<file path="config.mk">
export PLATFORM = sky130hd
export DESIGN_NAME = psw_top
export DESIGN_NICKNAME = d
export VERILOG_FILES = /design/src/psw_pkg.sv /design/src/psw_chan_if.sv /design/src/psw_switch_unit.sv /design/src/psw_top.sv
export SDC_FILE = /design/constraint.sdc
export NUM_CORES = 1
export LEC_CHECK = 0
export BUFFER_PORTS_ARGS = -buffer_cell sky130_fd_sc_hd__buf_2
export CAP_MARGIN = 20
export CORE_AREA = 10 10 211 213
export DETAILED_ROUTE_END_ITERATION = 10
export DIE_AREA = 0 0 221 223
export PLACE_DENSITY = 0.78
export SETUP_SLACK_MARGIN = 0.02
export SKIP_CTS_REPAIR_TIMING = 1
export SLEW_MARGIN = 20
export SYNTH_ARGS = -nofsm -noshare
export SYNTH_HDL_FRONTEND = slang
export SYNTH_SLANG_ARGS = --single-unit
</file>
<file path="constraint.sdc">
create_clock -name aclk -period 6.6 [get_ports aclk]
set_input_delay 1.32 -clock aclk [delete_from_list [all_inputs] [get_ports aclk]]
set_output_delay 1.32 -clock aclk [all_outputs]
set_load 0.02 [all_outputs]
</file>
<file path="src/psw_pkg.sv">
// shared constants, register map and types for the preset switching outputs
package psw_pkg;

  // clock and timing
  localparam int unsigned PSW_CLK_HZ         = 100_000_000;
  localparam int unsigned PSW_PULSE_MS       = 500;
  localparam int unsigned PSW_REPORT_MS      = 2000;
  localparam int unsigned PSW_PULSE_CYCLES   = PSW_CLK_HZ / 1000 * PSW_PULSE_MS;
  localparam int unsigned PSW_REPORT_CYCLES  = PSW_CLK_HZ / 1000 * PSW_REPORT_MS;
  localparam int unsigned PSW_TIMER_W        = 28;

  // register byte offsets
  localparam logic [7:0] PSW_OFS_CTRL    = 8'h00;
  localparam logic [7:0] PSW_OFS_HYST1   = 8'h04;
  localparam logic [7:0] PSW_OFS_HYST2   = 8'h08;
  localparam logic [7:0] PSW_OFS_THR1    = 8'h0c;
  localparam logic [7:0] PSW_OFS_THR2    = 8'h10;
  localparam logic [7:0] PSW_OFS_STATUS  = 8'h14;
  localparam logic [7:0] PSW_OFS_DISPLAY = 8'h18;

  // field positions
  localparam int unsigned PSW_CTRL_C1_LSB   = 0;
  localparam int unsigned PSW_CTRL_C2_LSB   = 4;
  localparam int unsigned PSW_ST_OUT1       = 0;
  localparam int unsigned PSW_ST_OUT2       = 1;
  localparam int unsigned PSW_ST_REP_ACTIVE = 2;
  localparam int unsigned PSW_ST_REP_LSB    = 4;
  localparam int unsigned PSW_HYST_W        = 14;

  // reset values and limits
  localparam logic [31:0] PSW_THR1_RESET = 32'h0000_2710;
  localparam logic [31:0] PSW_THR2_RESET = 32'h0000_1388;
  localparam logic [13:0] PSW_HYST_RESET = 14'h0000;
  localparam logic [31:0] PSW_HYST_MAX   = 32'h0000_270f;

  // axi responses
  localparam logic [1:0] PSW_RESP_OKAY   = 2'h0;
  localparam logic [1:0] PSW_RESP_SLVERR = 2'h2;

  // switching characteristics; trailing codes are legal for output 2 only
  typedef enum logic [2:0] {
    PSW_CHAR_STATIC_GE  = 3'h0,
    PSW_CHAR_STATIC_LT  = 3'h1,
    PSW_CHAR_DYN_GE     = 3'h2,
    PSW_CHAR_DYN_LT     = 3'h3,
    PSW_CHAR_TRAIL_STAT = 3'h4,
    PSW_CHAR_TRAIL_DYN  = 3'h5
  } psw_char_type;

  // output state report codes, {output2, output1}
  localparam logic [1:0] PSW_REP_BOTH_OFF = 2'h0;
  localparam logic [1:0] PSW_REP_ONLY_1   = 2'h1;
  localparam logic [1:0] PSW_REP_ONLY_2   = 2'h2;
  localparam logic [1:0] PSW_REP_BOTH_ON  = 2'h3;

  typedef enum logic [2:0] {
    PSW_SEL_CTRL,
    PSW_SEL_HYST1,
    PSW_SEL_HYST2,
    PSW_SEL_THR1,
    PSW_SEL_THR2,
    PSW_SEL_STATUS,
    PSW_SEL_DISPLAY,
    PSW_SEL_NONE
  } psw_sel_type;

  // address decode shared by the read and write paths
  function automatic psw_sel_type psw_decode(input logic [7:0] addr);
    unique case (addr)
      PSW_OFS_CTRL:    psw_decode = PSW_SEL_CTRL;
      PSW_OFS_HYST1:   psw_decode = PSW_SEL_HYST1;
      PSW_OFS_HYST2:   psw_decode = PSW_SEL_HYST2;
      PSW_OFS_THR1:    psw_decode = PSW_SEL_THR1;
      PSW_OFS_THR2:    psw_decode = PSW_SEL_THR2;
      PSW_OFS_STATUS:  psw_decode = PSW_SEL_STATUS;
      PSW_OFS_DISPLAY: psw_decode = PSW_SEL_DISPLAY;
      default:         psw_decode = PSW_SEL_NONE;
    endcase
  endfunction : psw_decode

  // byte-lane merge of a write into an old word
  function automatic logic [31:0] psw_merge(input logic [31:0] old_v,
                                            input logic [31:0] new_v,
                                            input logic [3:0]  strb);
    logic [31:0] r;
    r = old_v;
    for (int b = 0; b < 4; b++) begin
      if (strb[b]) begin
        r[8*b +: 8] = new_v[8*b +: 8];
      end
    end
    psw_merge = r;
  endfunction : psw_merge

endpackage : psw_pkg

</file>
<file path="src/psw_chan_if.sv">
// carrier between the register block and one switching unit
`timescale 1ns/1ps
interface psw_chan_if;
  logic signed [31:0] value;
  logic signed [31:0] threshold;
  logic        [13:0] hyst;
  logic               less_mode;
  logic               dyn_mode;
  logic               sw_out;

  modport ctrl (output value, output threshold, output hyst,
                output less_mode, output dyn_mode, input sw_out);
  modport unit (input value, input threshold, input hyst,
                input less_mode, input dyn_mode, output sw_out);
endinterface : psw_chan_if

</file>
<file path="src/psw_switch_unit.sv">
// one switching output: compare with hysteresis, static level or timed pulse
`timescale 1ns/1ps
module psw_switch_unit #(
  parameter int unsigned PULSE_CYCLES = psw_pkg::PSW_PULSE_CYCLES
) (
  // clock and reset
  input  wire logic aclk,
  input  wire logic aresetn,
  // channel settings and result
  psw_chan_if.unit  ch
);
  import psw_pkg::*;

  typedef struct packed {
    logic                   cond;
    logic                   sw_out;
    logic [PSW_TIMER_W-1:0] timer;
  } psw_unit_state_type;

  localparam psw_unit_state_type UNIT_RESET = '{default: '0};
  localparam logic [PSW_TIMER_W-1:0] PULSE_LAST =
    PSW_TIMER_W'(PULSE_CYCLES - 1);

  psw_unit_state_type q, d;
  logic signed [32:0] v_x;
  logic signed [32:0] thr_x;
  logic signed [32:0] hyst_x;
  logic               set_c;
  logic               rel_c;

  //////////////////////////////////////////////////////////////////////////
  // widened to 33 bits so threshold +/- hysteresis never wraps
  assign v_x    = 33'(ch.value);
  assign thr_x  = 33'(ch.threshold);
  assign hyst_x = $signed({19'h0_0000, ch.hyst});

  always_comb begin
    if (ch.less_mode) begin
      set_c = v_x < thr_x;
      rel_c = v_x >= thr_x + hyst_x;
    end else begin
      set_c = v_x >= thr_x;
      rel_c = v_x < thr_x - hyst_x;
    end
  end

  //////////////////////////////////////////////////////////////////////////
  always_comb begin
    d = q;
    d.cond = q.cond ? !rel_c : set_c;
    if (!ch.dyn_mode) begin
      d.sw_out = d.cond;
      d.timer  = '0;
    end else if (d.cond && !q.cond && !q.sw_out) begin
      // pulse on entering the condition
      // an entry while a pulse runs is ignored, so length holds
      d.sw_out = 1'b1;
      d.timer  = PULSE_LAST;
    end else if (q.sw_out) begin
      // fixed pulse length, not restarted by an entry while it runs
      if (q.timer == '0) begin
        d.sw_out = 1'b0;
      end else begin
        d.timer = q.timer - 1'b1;
      end
    end
  end

  always_ff @(posedge aclk) begin
    if (!aresetn) begin
      q <= UNIT_RESET;
    end else begin
      q <= d;
    end
  end

  assign ch.sw_out = q.sw_out;

endmodule : psw_switch_unit

</file>
<file path="src/psw_top.sv">
// preset switching outputs with an axi4-lite register slave
// Function
// - static level on at/above or below threshold
// - dynamic modes give timed pulse on entry
// - pulse length fixed at 500 ms
// - output 2 mirrors modes against threshold two
// - output 2 trailing mode: threshold one minus two
// - per-output hysteresis 0..9999, direction follows mode
// - thresholds default to 10000 and 5000
// - enter tap shows output states two seconds
// - report distinguishes four output state cases
//
// The placing of the registers and the AXI4-Lite interface to the registers are this design's own decisions.
`timescale 1ns/1ps
module psw_top #(
  parameter int unsigned PULSE_CYCLES  = psw_pkg::PSW_PULSE_CYCLES,
  parameter int unsigned REPORT_CYCLES = psw_pkg::PSW_REPORT_CYCLES
) (
  // clock and reset
  input  wire logic        aclk,
  input  wire logic        aresetn,
  // axi4-lite write address
  input  wire logic [7:0]  s_axi_awaddr,
  input  wire logic        s_axi_awvalid,
  output wire logic        s_axi_awready,
  // axi4-lite write data
  input  wire logic [31:0] s_axi_wdata,
  input  wire logic [3:0]  s_axi_wstrb,
  input  wire logic        s_axi_wvalid,
  output wire logic        s_axi_wready,
  // axi4-lite write response
  output wire logic [1:0]  s_axi_bresp,
  output wire logic        s_axi_bvalid,
  input  wire logic        s_axi_bready,
  // axi4-lite read address
  input  wire logic [7:0]  s_axi_araddr,
  input  wire logic        s_axi_arvalid,
  output wire logic        s_axi_arready,
  // axi4-lite read data
  output wire logic [31:0] s_axi_rdata,
  output wire logic [1:0]  s_axi_rresp,
  output wire logic        s_axi_rvalid,
  input  wire logic        s_axi_rready,
  // scaled display value and operator key
  input  wire logic [31:0] display_value,
  input  wire logic        enter_key,
  // switching outputs and state report
  output wire logic        output1,
  output wire logic        output2,
  output wire logic        report_active,
  output wire logic [1:0]  report_code
);
  import psw_pkg::*;

  typedef struct packed {
    logic [7:0]             aw_addr;
    logic                   aw_have;
    logic [31:0]            w_data;
    logic [3:0]             w_strb;
    logic                   w_have;
    logic                   bvalid;
    logic [1:0]             bresp;
    logic                   rvalid;
    logic [31:0]            rdata;
    logic [1:0]             rresp;
    logic [1:0]             output1_characteristic;
    logic [2:0]             output2_characteristic;
    logic [13:0]            output1_hysteresis;
    logic [13:0]            output2_hysteresis;
    logic [31:0]            threshold_one;
    logic [31:0]            threshold_two;
    logic                   key_s1;
    logic                   key_s2;
    logic                   key_prev;
    logic                   rep_active;
    logic [PSW_TIMER_W-1:0] rep_cnt;
    logic [1:0]             rep_code;
  } psw_top_state_type;

  localparam psw_top_state_type TOP_RESET = '{
    threshold_one:      PSW_THR1_RESET,
    threshold_two:      PSW_THR2_RESET,
    output1_hysteresis: PSW_HYST_RESET,
    output2_hysteresis: PSW_HYST_RESET,
    default:            '0
  };
  localparam logic [PSW_TIMER_W-1:0] REPORT_LAST =
    PSW_TIMER_W'(REPORT_CYCLES - 1);

  psw_top_state_type q, d;
  psw_chan_if        ch [2] ();
  logic [1:0]        sw_now;
  logic              trail;
  logic [31:0]       wv;
  logic [31:0]       status_w;

  //////////////////////////////////////////////////////////////////////////
  // switching units, one per output
  generate
    for (genvar i = 0; i < 2; i++) begin : g_unit
      psw_switch_unit #(
        .PULSE_CYCLES (PULSE_CYCLES)
      ) u_unit (
        .aclk    (aclk),
        .aresetn (aresetn),
        .ch      (ch[i].unit)
      );
      assign ch[i].value = display_value;
      assign sw_now[i]   = ch[i].sw_out;
    end
  endgenerate

  assign ch[0].threshold = q.threshold_one;
  assign ch[0].hyst      = q.output1_hysteresis;
  assign ch[0].less_mode = q.output1_characteristic[0];
  assign ch[0].dyn_mode  = q.output1_characteristic[1];

  // trailing compares against threshold one minus threshold two
  assign trail = q.output2_characteristic[2];
  assign ch[1].threshold = trail ? q.threshold_one - q.threshold_two
                                 : q.threshold_two;
  // output 2 uses the same four modes on threshold two
  assign ch[1].hyst      = q.output2_hysteresis;
  assign ch[1].less_mode = trail ? 1'b0 : q.output2_characteristic[0];
  assign ch[1].dyn_mode  = trail ? q.output2_characteristic[0]
                                 : q.output2_characteristic[1];

  assign status_w = {26'h000_0000, q.rep_code, 1'b0, q.rep_active,
                     sw_now[1], sw_now[0]};

  //////////////////////////////////////////////////////////////////////////
  always_comb begin
    d  = q;
    wv = psw_merge(32'h0000_0000, q.w_data, q.w_strb);

    // address and data are latched independently, in either order
    if (s_axi_awvalid && !q.aw_have) begin
      d.aw_addr = s_axi_awaddr;
      d.aw_have = 1'b1;
    end
    if (s_axi_wvalid && !q.w_have) begin
      d.w_data = s_axi_wdata;
      d.w_strb = s_axi_wstrb;
      d.w_have = 1'b1;
    end
    if (q.bvalid && s_axi_bready) begin
      d.bvalid = 1'b0;
    end

    if (q.aw_have && q.w_have && !q.bvalid) begin
      d.aw_have = 1'b0;
      d.w_have  = 1'b0;
      d.bvalid  = 1'b1;
      d.bresp   = PSW_RESP_OKAY;
      unique case (psw_decode(q.aw_addr))
        PSW_SEL_CTRL: begin
          wv = psw_merge({25'h000_0000, q.output2_characteristic, 2'h0,
                          q.output1_characteristic}, q.w_data, q.w_strb);
          d.output1_characteristic = wv[PSW_CTRL_C1_LSB +: 2];
          // undefined characteristic codes leave output 2 unchanged
          if (wv[PSW_CTRL_C2_LSB +: 3] <= 3'(PSW_CHAR_TRAIL_DYN)) begin
            d.output2_characteristic = wv[PSW_CTRL_C2_LSB +: 3];
          end
        end
        PSW_SEL_HYST1: begin
          wv = psw_merge({18'h0_0000, q.output1_hysteresis}, q.w_data,
                         q.w_strb);
          d.output1_hysteresis = (wv > PSW_HYST_MAX) ?
            PSW_HYST_MAX[PSW_HYST_W-1:0] : wv[PSW_HYST_W-1:0];
        end
        PSW_SEL_HYST2: begin
          wv = psw_merge({18'h0_0000, q.output2_hysteresis}, q.w_data,
                         q.w_strb);
          d.output2_hysteresis = (wv > PSW_HYST_MAX) ?
            PSW_HYST_MAX[PSW_HYST_W-1:0] : wv[PSW_HYST_W-1:0];
        end
        PSW_SEL_THR1: begin
          d.threshold_one = psw_merge(q.threshold_one, q.w_data, q.w_strb);
        end
        PSW_SEL_THR2: begin
          d.threshold_two = psw_merge(q.threshold_two, q.w_data, q.w_strb);
        end
        PSW_SEL_STATUS, PSW_SEL_DISPLAY: begin
          // read-only words accept and drop the write
        end
        PSW_SEL_NONE: begin
          d.bresp = PSW_RESP_SLVERR;
        end
      endcase
    end

    if (q.rvalid && s_axi_rready) begin
      d.rvalid = 1'b0;
    end
    if (s_axi_arvalid && !q.rvalid) begin
      d.rvalid = 1'b1;
      d.rresp  = PSW_RESP_OKAY;
      unique case (psw_decode(s_axi_araddr))
        PSW_SEL_CTRL: begin
          d.rdata = {25'h000_0000, q.output2_characteristic, 2'h0,
                     q.output1_characteristic};
        end
        PSW_SEL_HYST1:   d.rdata = {18'h0_0000, q.output1_hysteresis};
        PSW_SEL_HYST2:   d.rdata = {18'h0_0000, q.output2_hysteresis};
        PSW_SEL_THR1:    d.rdata = q.threshold_one;
        PSW_SEL_THR2:    d.rdata = q.threshold_two;
        PSW_SEL_STATUS:  d.rdata = status_w;
        PSW_SEL_DISPLAY: d.rdata = display_value;
        PSW_SEL_NONE: begin
          d.rdata = 32'h0000_0000;
          d.rresp = PSW_RESP_SLVERR;
        end
      endcase
    end

    // key pin is asynchronous: two stages before any logic looks at it
    d.key_s1   = enter_key;
    d.key_s2   = q.key_s1;
    d.key_prev = q.key_s2;

    // a tap starts or restarts the two second report
    if (q.key_s2 && !q.key_prev) begin
      d.rep_active = 1'b1;
      d.rep_cnt    = REPORT_LAST;
    end else if (q.rep_active) begin
      if (q.rep_cnt == '0) begin
        d.rep_active = 1'b0;
      end else begin
        d.rep_cnt = q.rep_cnt - 1'b1;
      end
    end

    // live code while shown, both-off code otherwise
    if (d.rep_active) begin
      unique case (sw_now)
        2'b00: d.rep_code = PSW_REP_BOTH_OFF;
        2'b01: d.rep_code = PSW_REP_ONLY_1;
        2'b10: d.rep_code = PSW_REP_ONLY_2;
        2'b11: d.rep_code = PSW_REP_BOTH_ON;
      endcase
    end else begin
      d.rep_code = PSW_REP_BOTH_OFF;
    end
  end

  always_ff @(posedge aclk) begin
    if (!aresetn) begin
      q <= TOP_RESET;
    end else begin
      q <= d;
    end
  end

  //////////////////////////////////////////////////////////////////////////
  assign s_axi_awready = !q.aw_have;
  assign s_axi_wready  = !q.w_have;
  assign s_axi_bvalid  = q.bvalid;
  assign s_axi_bresp   = q.bresp;
  assign s_axi_arready = !q.rvalid;
  assign s_axi_rvalid  = q.rvalid;
  assign s_axi_rdata   = q.rdata;
  assign s_axi_rresp   = q.rresp;
  assign output1       = sw_now[0];
  assign output2       = sw_now[1];
  assign report_active = q.rep_active;
  assign report_code   = q.rep_code;

endmodule : psw_top

</file>
==> impl_metrics.env <==
export IMPL_rr_startpoint="q[39]"
export IMPL_grt_usage=0.294
export IMPL_yosys_top_cells_count="nand2_1 (293), a21oi_1 (291), ha_1 (285)"
export IMPL_p_switching_uw=1090
export IMPL_cp_max_fo=5
export IMPL_synth_compound_area_frac=0.222
export IMPL_wl_per_cell_um=21.7
export IMPL_die_area_sq_um=49300
export IMPL_finalCriticalPeriod_ns=6.20
export IMPL_hpwl_mm=60.6
export IMPL_fmax_ghz=0.161
export IMPL_antenna_cells=0
export IMPL_nets=3354
export IMPL_clock_sinks=273
export IMPL_ctsHtreeMaxLevel=1
export IMPL_synth_edf_count=0
export IMPL_p_comb_frac=0.131
export IMPL_endpoint="g_unit[1].u_unit.ch.sw_out"
export IMPL_synth_xor_area_frac=0.0785
export IMPL_avgSynthCellArea_sq_um=7.74
export IMPL_cp_top_family="compound AO/OA/AOI/OAI gates"
export IMPL_tightestPinTransition_ns=1.10
export IMPL_yosysMostFrequentCell="nand2_1"
export IMPL_clk_latency_ns=0.58
export IMPL_path_buf_inv=1
export IMPL_worstPathRequired_ns=7.07
export IMPL_syn_area_sq_um=22600
export IMPL_syn_inst=2927
export IMPL_synth_seq_cells=273
export IMPL_power_leakage_uw=0.00991
export IMPL_drtIter0Drc=2514
export IMPL_grt_max_degree=77
export IMPL_yosysTopAreaCell="dfxtp_1"
export IMPL_initial_core_util=0.561
export IMPL_path_class="reg2reg"
export IMPL_synth_yosys_seq_area_share=0.241
export IMPL_cp_depth=30
export IMPL_pwr_share_clk=0.427
export IMPL_critPathArrivalTime_ns=6.67
export IMPL_io_buffers=135
export IMPL_synthMuxAreaShare=0.0122
export IMPL_yosysWarnings=0
export IMPL_cts_buffers=29
export IMPL_hold_class="reg2reg"
export IMPL_pwr_share_seq=0.442
export IMPL_synth_area_leaders="dfxtp_1 (24%), ha_1 (16%), a21oi_1 (6.4%)"
export IMPL_max_stage_delay_ns=0.49
export IMPL_clkTransAtPathRegs_ns=0.07
export IMPL_ant_nets=0
export IMPL_report_final_hold_viol_count=0
export IMPL_slew_headroom=0.260
export IMPL_via_per_inst=6.35
export IMPL_drive_gt1_frac=0.110
export IMPL_num_io_pins=138
export IMPL_cts_buffer_depth=3
export IMPL_cap_violations=0
export IMPL_period_share=0.939
export IMPL_synth_top_cell_area_share=0.241
export IMPL_route_detailed_drc=0
export IMPL_intPower_uw=2880
export IMPL_startpoint="q[39]"
export IMPL_startpoint_type="flop"
export IMPL_slowest_stage="or4b_4"
export IMPL_cts_tree="done"
export IMPL_vdd_drop_max_mv=0.254
export IMPL_r2r_cells=30
export IMPL_p_sw_frac=0.275
export IMPL_grt_pass1_wl_mm=119
export IMPL_num_vias=22382
export IMPL_setup_viol=0
export IMPL_dr_pass1_iters=8
export IMPL_cp_end_kind="flop"
export IMPL_synth_ff_type="dfxtp_1"
export IMPL_preCtsSetupSlack_ns=0.0886
export IMPL_core_sq_um=40400
export IMPL_synthDistinctLibCells=99
export IMPL_clock_root_buffer="clkbuf_16"
export IMPL_synth_simple_area_share=0.220
export IMPL_grt_pass1_vias=21441
export IMPL_synth_fa_ha_area_frac=0.162
export IMPL_r2r_end="g_unit[1].u_unit.ch.sw_out"
export IMPL_fp_dieW_um=221
export IMPL_synthArstFlopShare=0
export IMPL_clock_skew_ns=0.0234
export IMPL_antenna_found_initial=1
export IMPL_synth_top_family_by_area="compound AO/OA/AOI/OAI gates"
export IMPL_syn_to_final_growth_pct=9.29
export IMPL_outcome="complete, no violations"
export IMPL_rows=74
export IMPL_fin_util=0.613
export IMPL_grt_overflow=0
export IMPL_setup_slack_ns=0.401
export IMPL_dieHeight_um=223
export IMPL_gp_congestion=1.02
export IMPL_r2r_slack_ns=0.40
export IMPL_routed_wl_mm=76.7
export IMPL_finalMaxSlewViolations=0
export IMPL_power_density_nw_per_um2=160
[sequential cells by signal, summed over array words and instances (netlist names), 2 cells and up]
| name | flops |
|---|---|
| d | 2 |
| q | 110 |
| s_axi_rdata | 32 |
| ch.threshold | 32 |
| g_unit.u_unit.ch.sw_out | 2 |
| report_code | 2 |
| g_unit.u_unit.q | 58 |
| ch.hyst | 28 |
[power groups by stage]
| stage | combinational, uW | sequential, uW | clock, uW |
|---|---|---|---|
| floorplan | 354 | 1770 | 0 |
| global placement | 487 | 1790 | 0 |
| detailed placement | 507 | 1790 | 0 |
| CTS | 510 | 1750 | 1710 |
| global route | 573 | 1760 | 1780 |
| finish | 519 | 1760 | 1700 |
[cells in the final DEF (no fill, tap or decap), types with 21 or more instances in the layout]
cell and instances:
a211oi_1 23, a21o_1 86, a21oi_1 289, a22oi_1 45, a311oi_1 21, a31oi_1 23
buf_2 135, buf_4 51, clkbuf_16 29, dfxtp_1 272, ha_1 276, inv_1 160
mux2i_1 22, nand2_1 293, nand2b_1 22, nand3_1 123, nand4_1 69, nor2_1 246
nor2b_1 28, nor3_1 62, nor4_1 32, o21ai_0 108, o21bai_1 23, xnor2_1 158
xor2_1 45
[kinds of logic (layout without fill, tap and decap cells)]
family                   Yosys count  after routing
multiplexers                      26             26
flip-flops                       273            273
adder cells (fa/ha/maj)          290            290
XOR/XNOR                         203            203
AND/OR/NAND/NOR                 1011           1011
AO/OA/AOI/OAI                    784            784
buffers and inverters            339            405
other                              1              2
[routing by layer]
layer,vias up,wire (um),track usage
met4,0,2130,0.0868
met5,-,0,0
met1,10712,33600,0.403
met2,971,33400,0.459
met3,111,7530,0.0548
li1,10588,-,-
[final cells by class]
type / instances / area [sq um]
inverter: 166 / 629
tap: 532 / 666
clock buffer: 41 / 861
sequential: 273 / 5470
timing repair buffer: 186 / 1060
fill: 3677 / 15600
multi-input combinational: 2316 / 15900
clock inverter: 12 / 138
[worst min-delay path by stage]
| stage | from | endpoint | slack, ns | cells past startpoint |
|---|---|---|---|---|
| floorplan | d[32] | d[31] | 0.41 | 1 |
| global placement | d[32] | d[31] | 0.42 | 1 |
| detailed placement | d[32] | d[31] | 0.43 | 1 |
| CTS | d[32] | d[31] | 0.44 | 1 |
| global route | d[32] | d[31] | 0.46 | 1 |
| finish | d[32] | d[31] | 0.43 | 1 |
[per-stage QoR]
| step | hold WS [ns] | TNS [ns] | instance area, sq um | power, uW | std cells |
|---|---|---|---|---|---|
| after floorplan | 0.412 | 0 | 22600 | 2120 | 2928 |
| after global placement | 0.423 | 0 | 23500 | 2280 | 3466 |
| after detailed placement | 0.427 | 0 | 23500 | 2300 | 3466 |
| after CTS | 0.439 | 0 | 24500 | 3970 | 3519 |
| after global routing | 0.463 | -0.0466 | 24800 | 4120 | 3526 |
| final | 0.435 | 0 | 24800 | 3970 | 3526 |
Power figures use the tool's default switching activity.
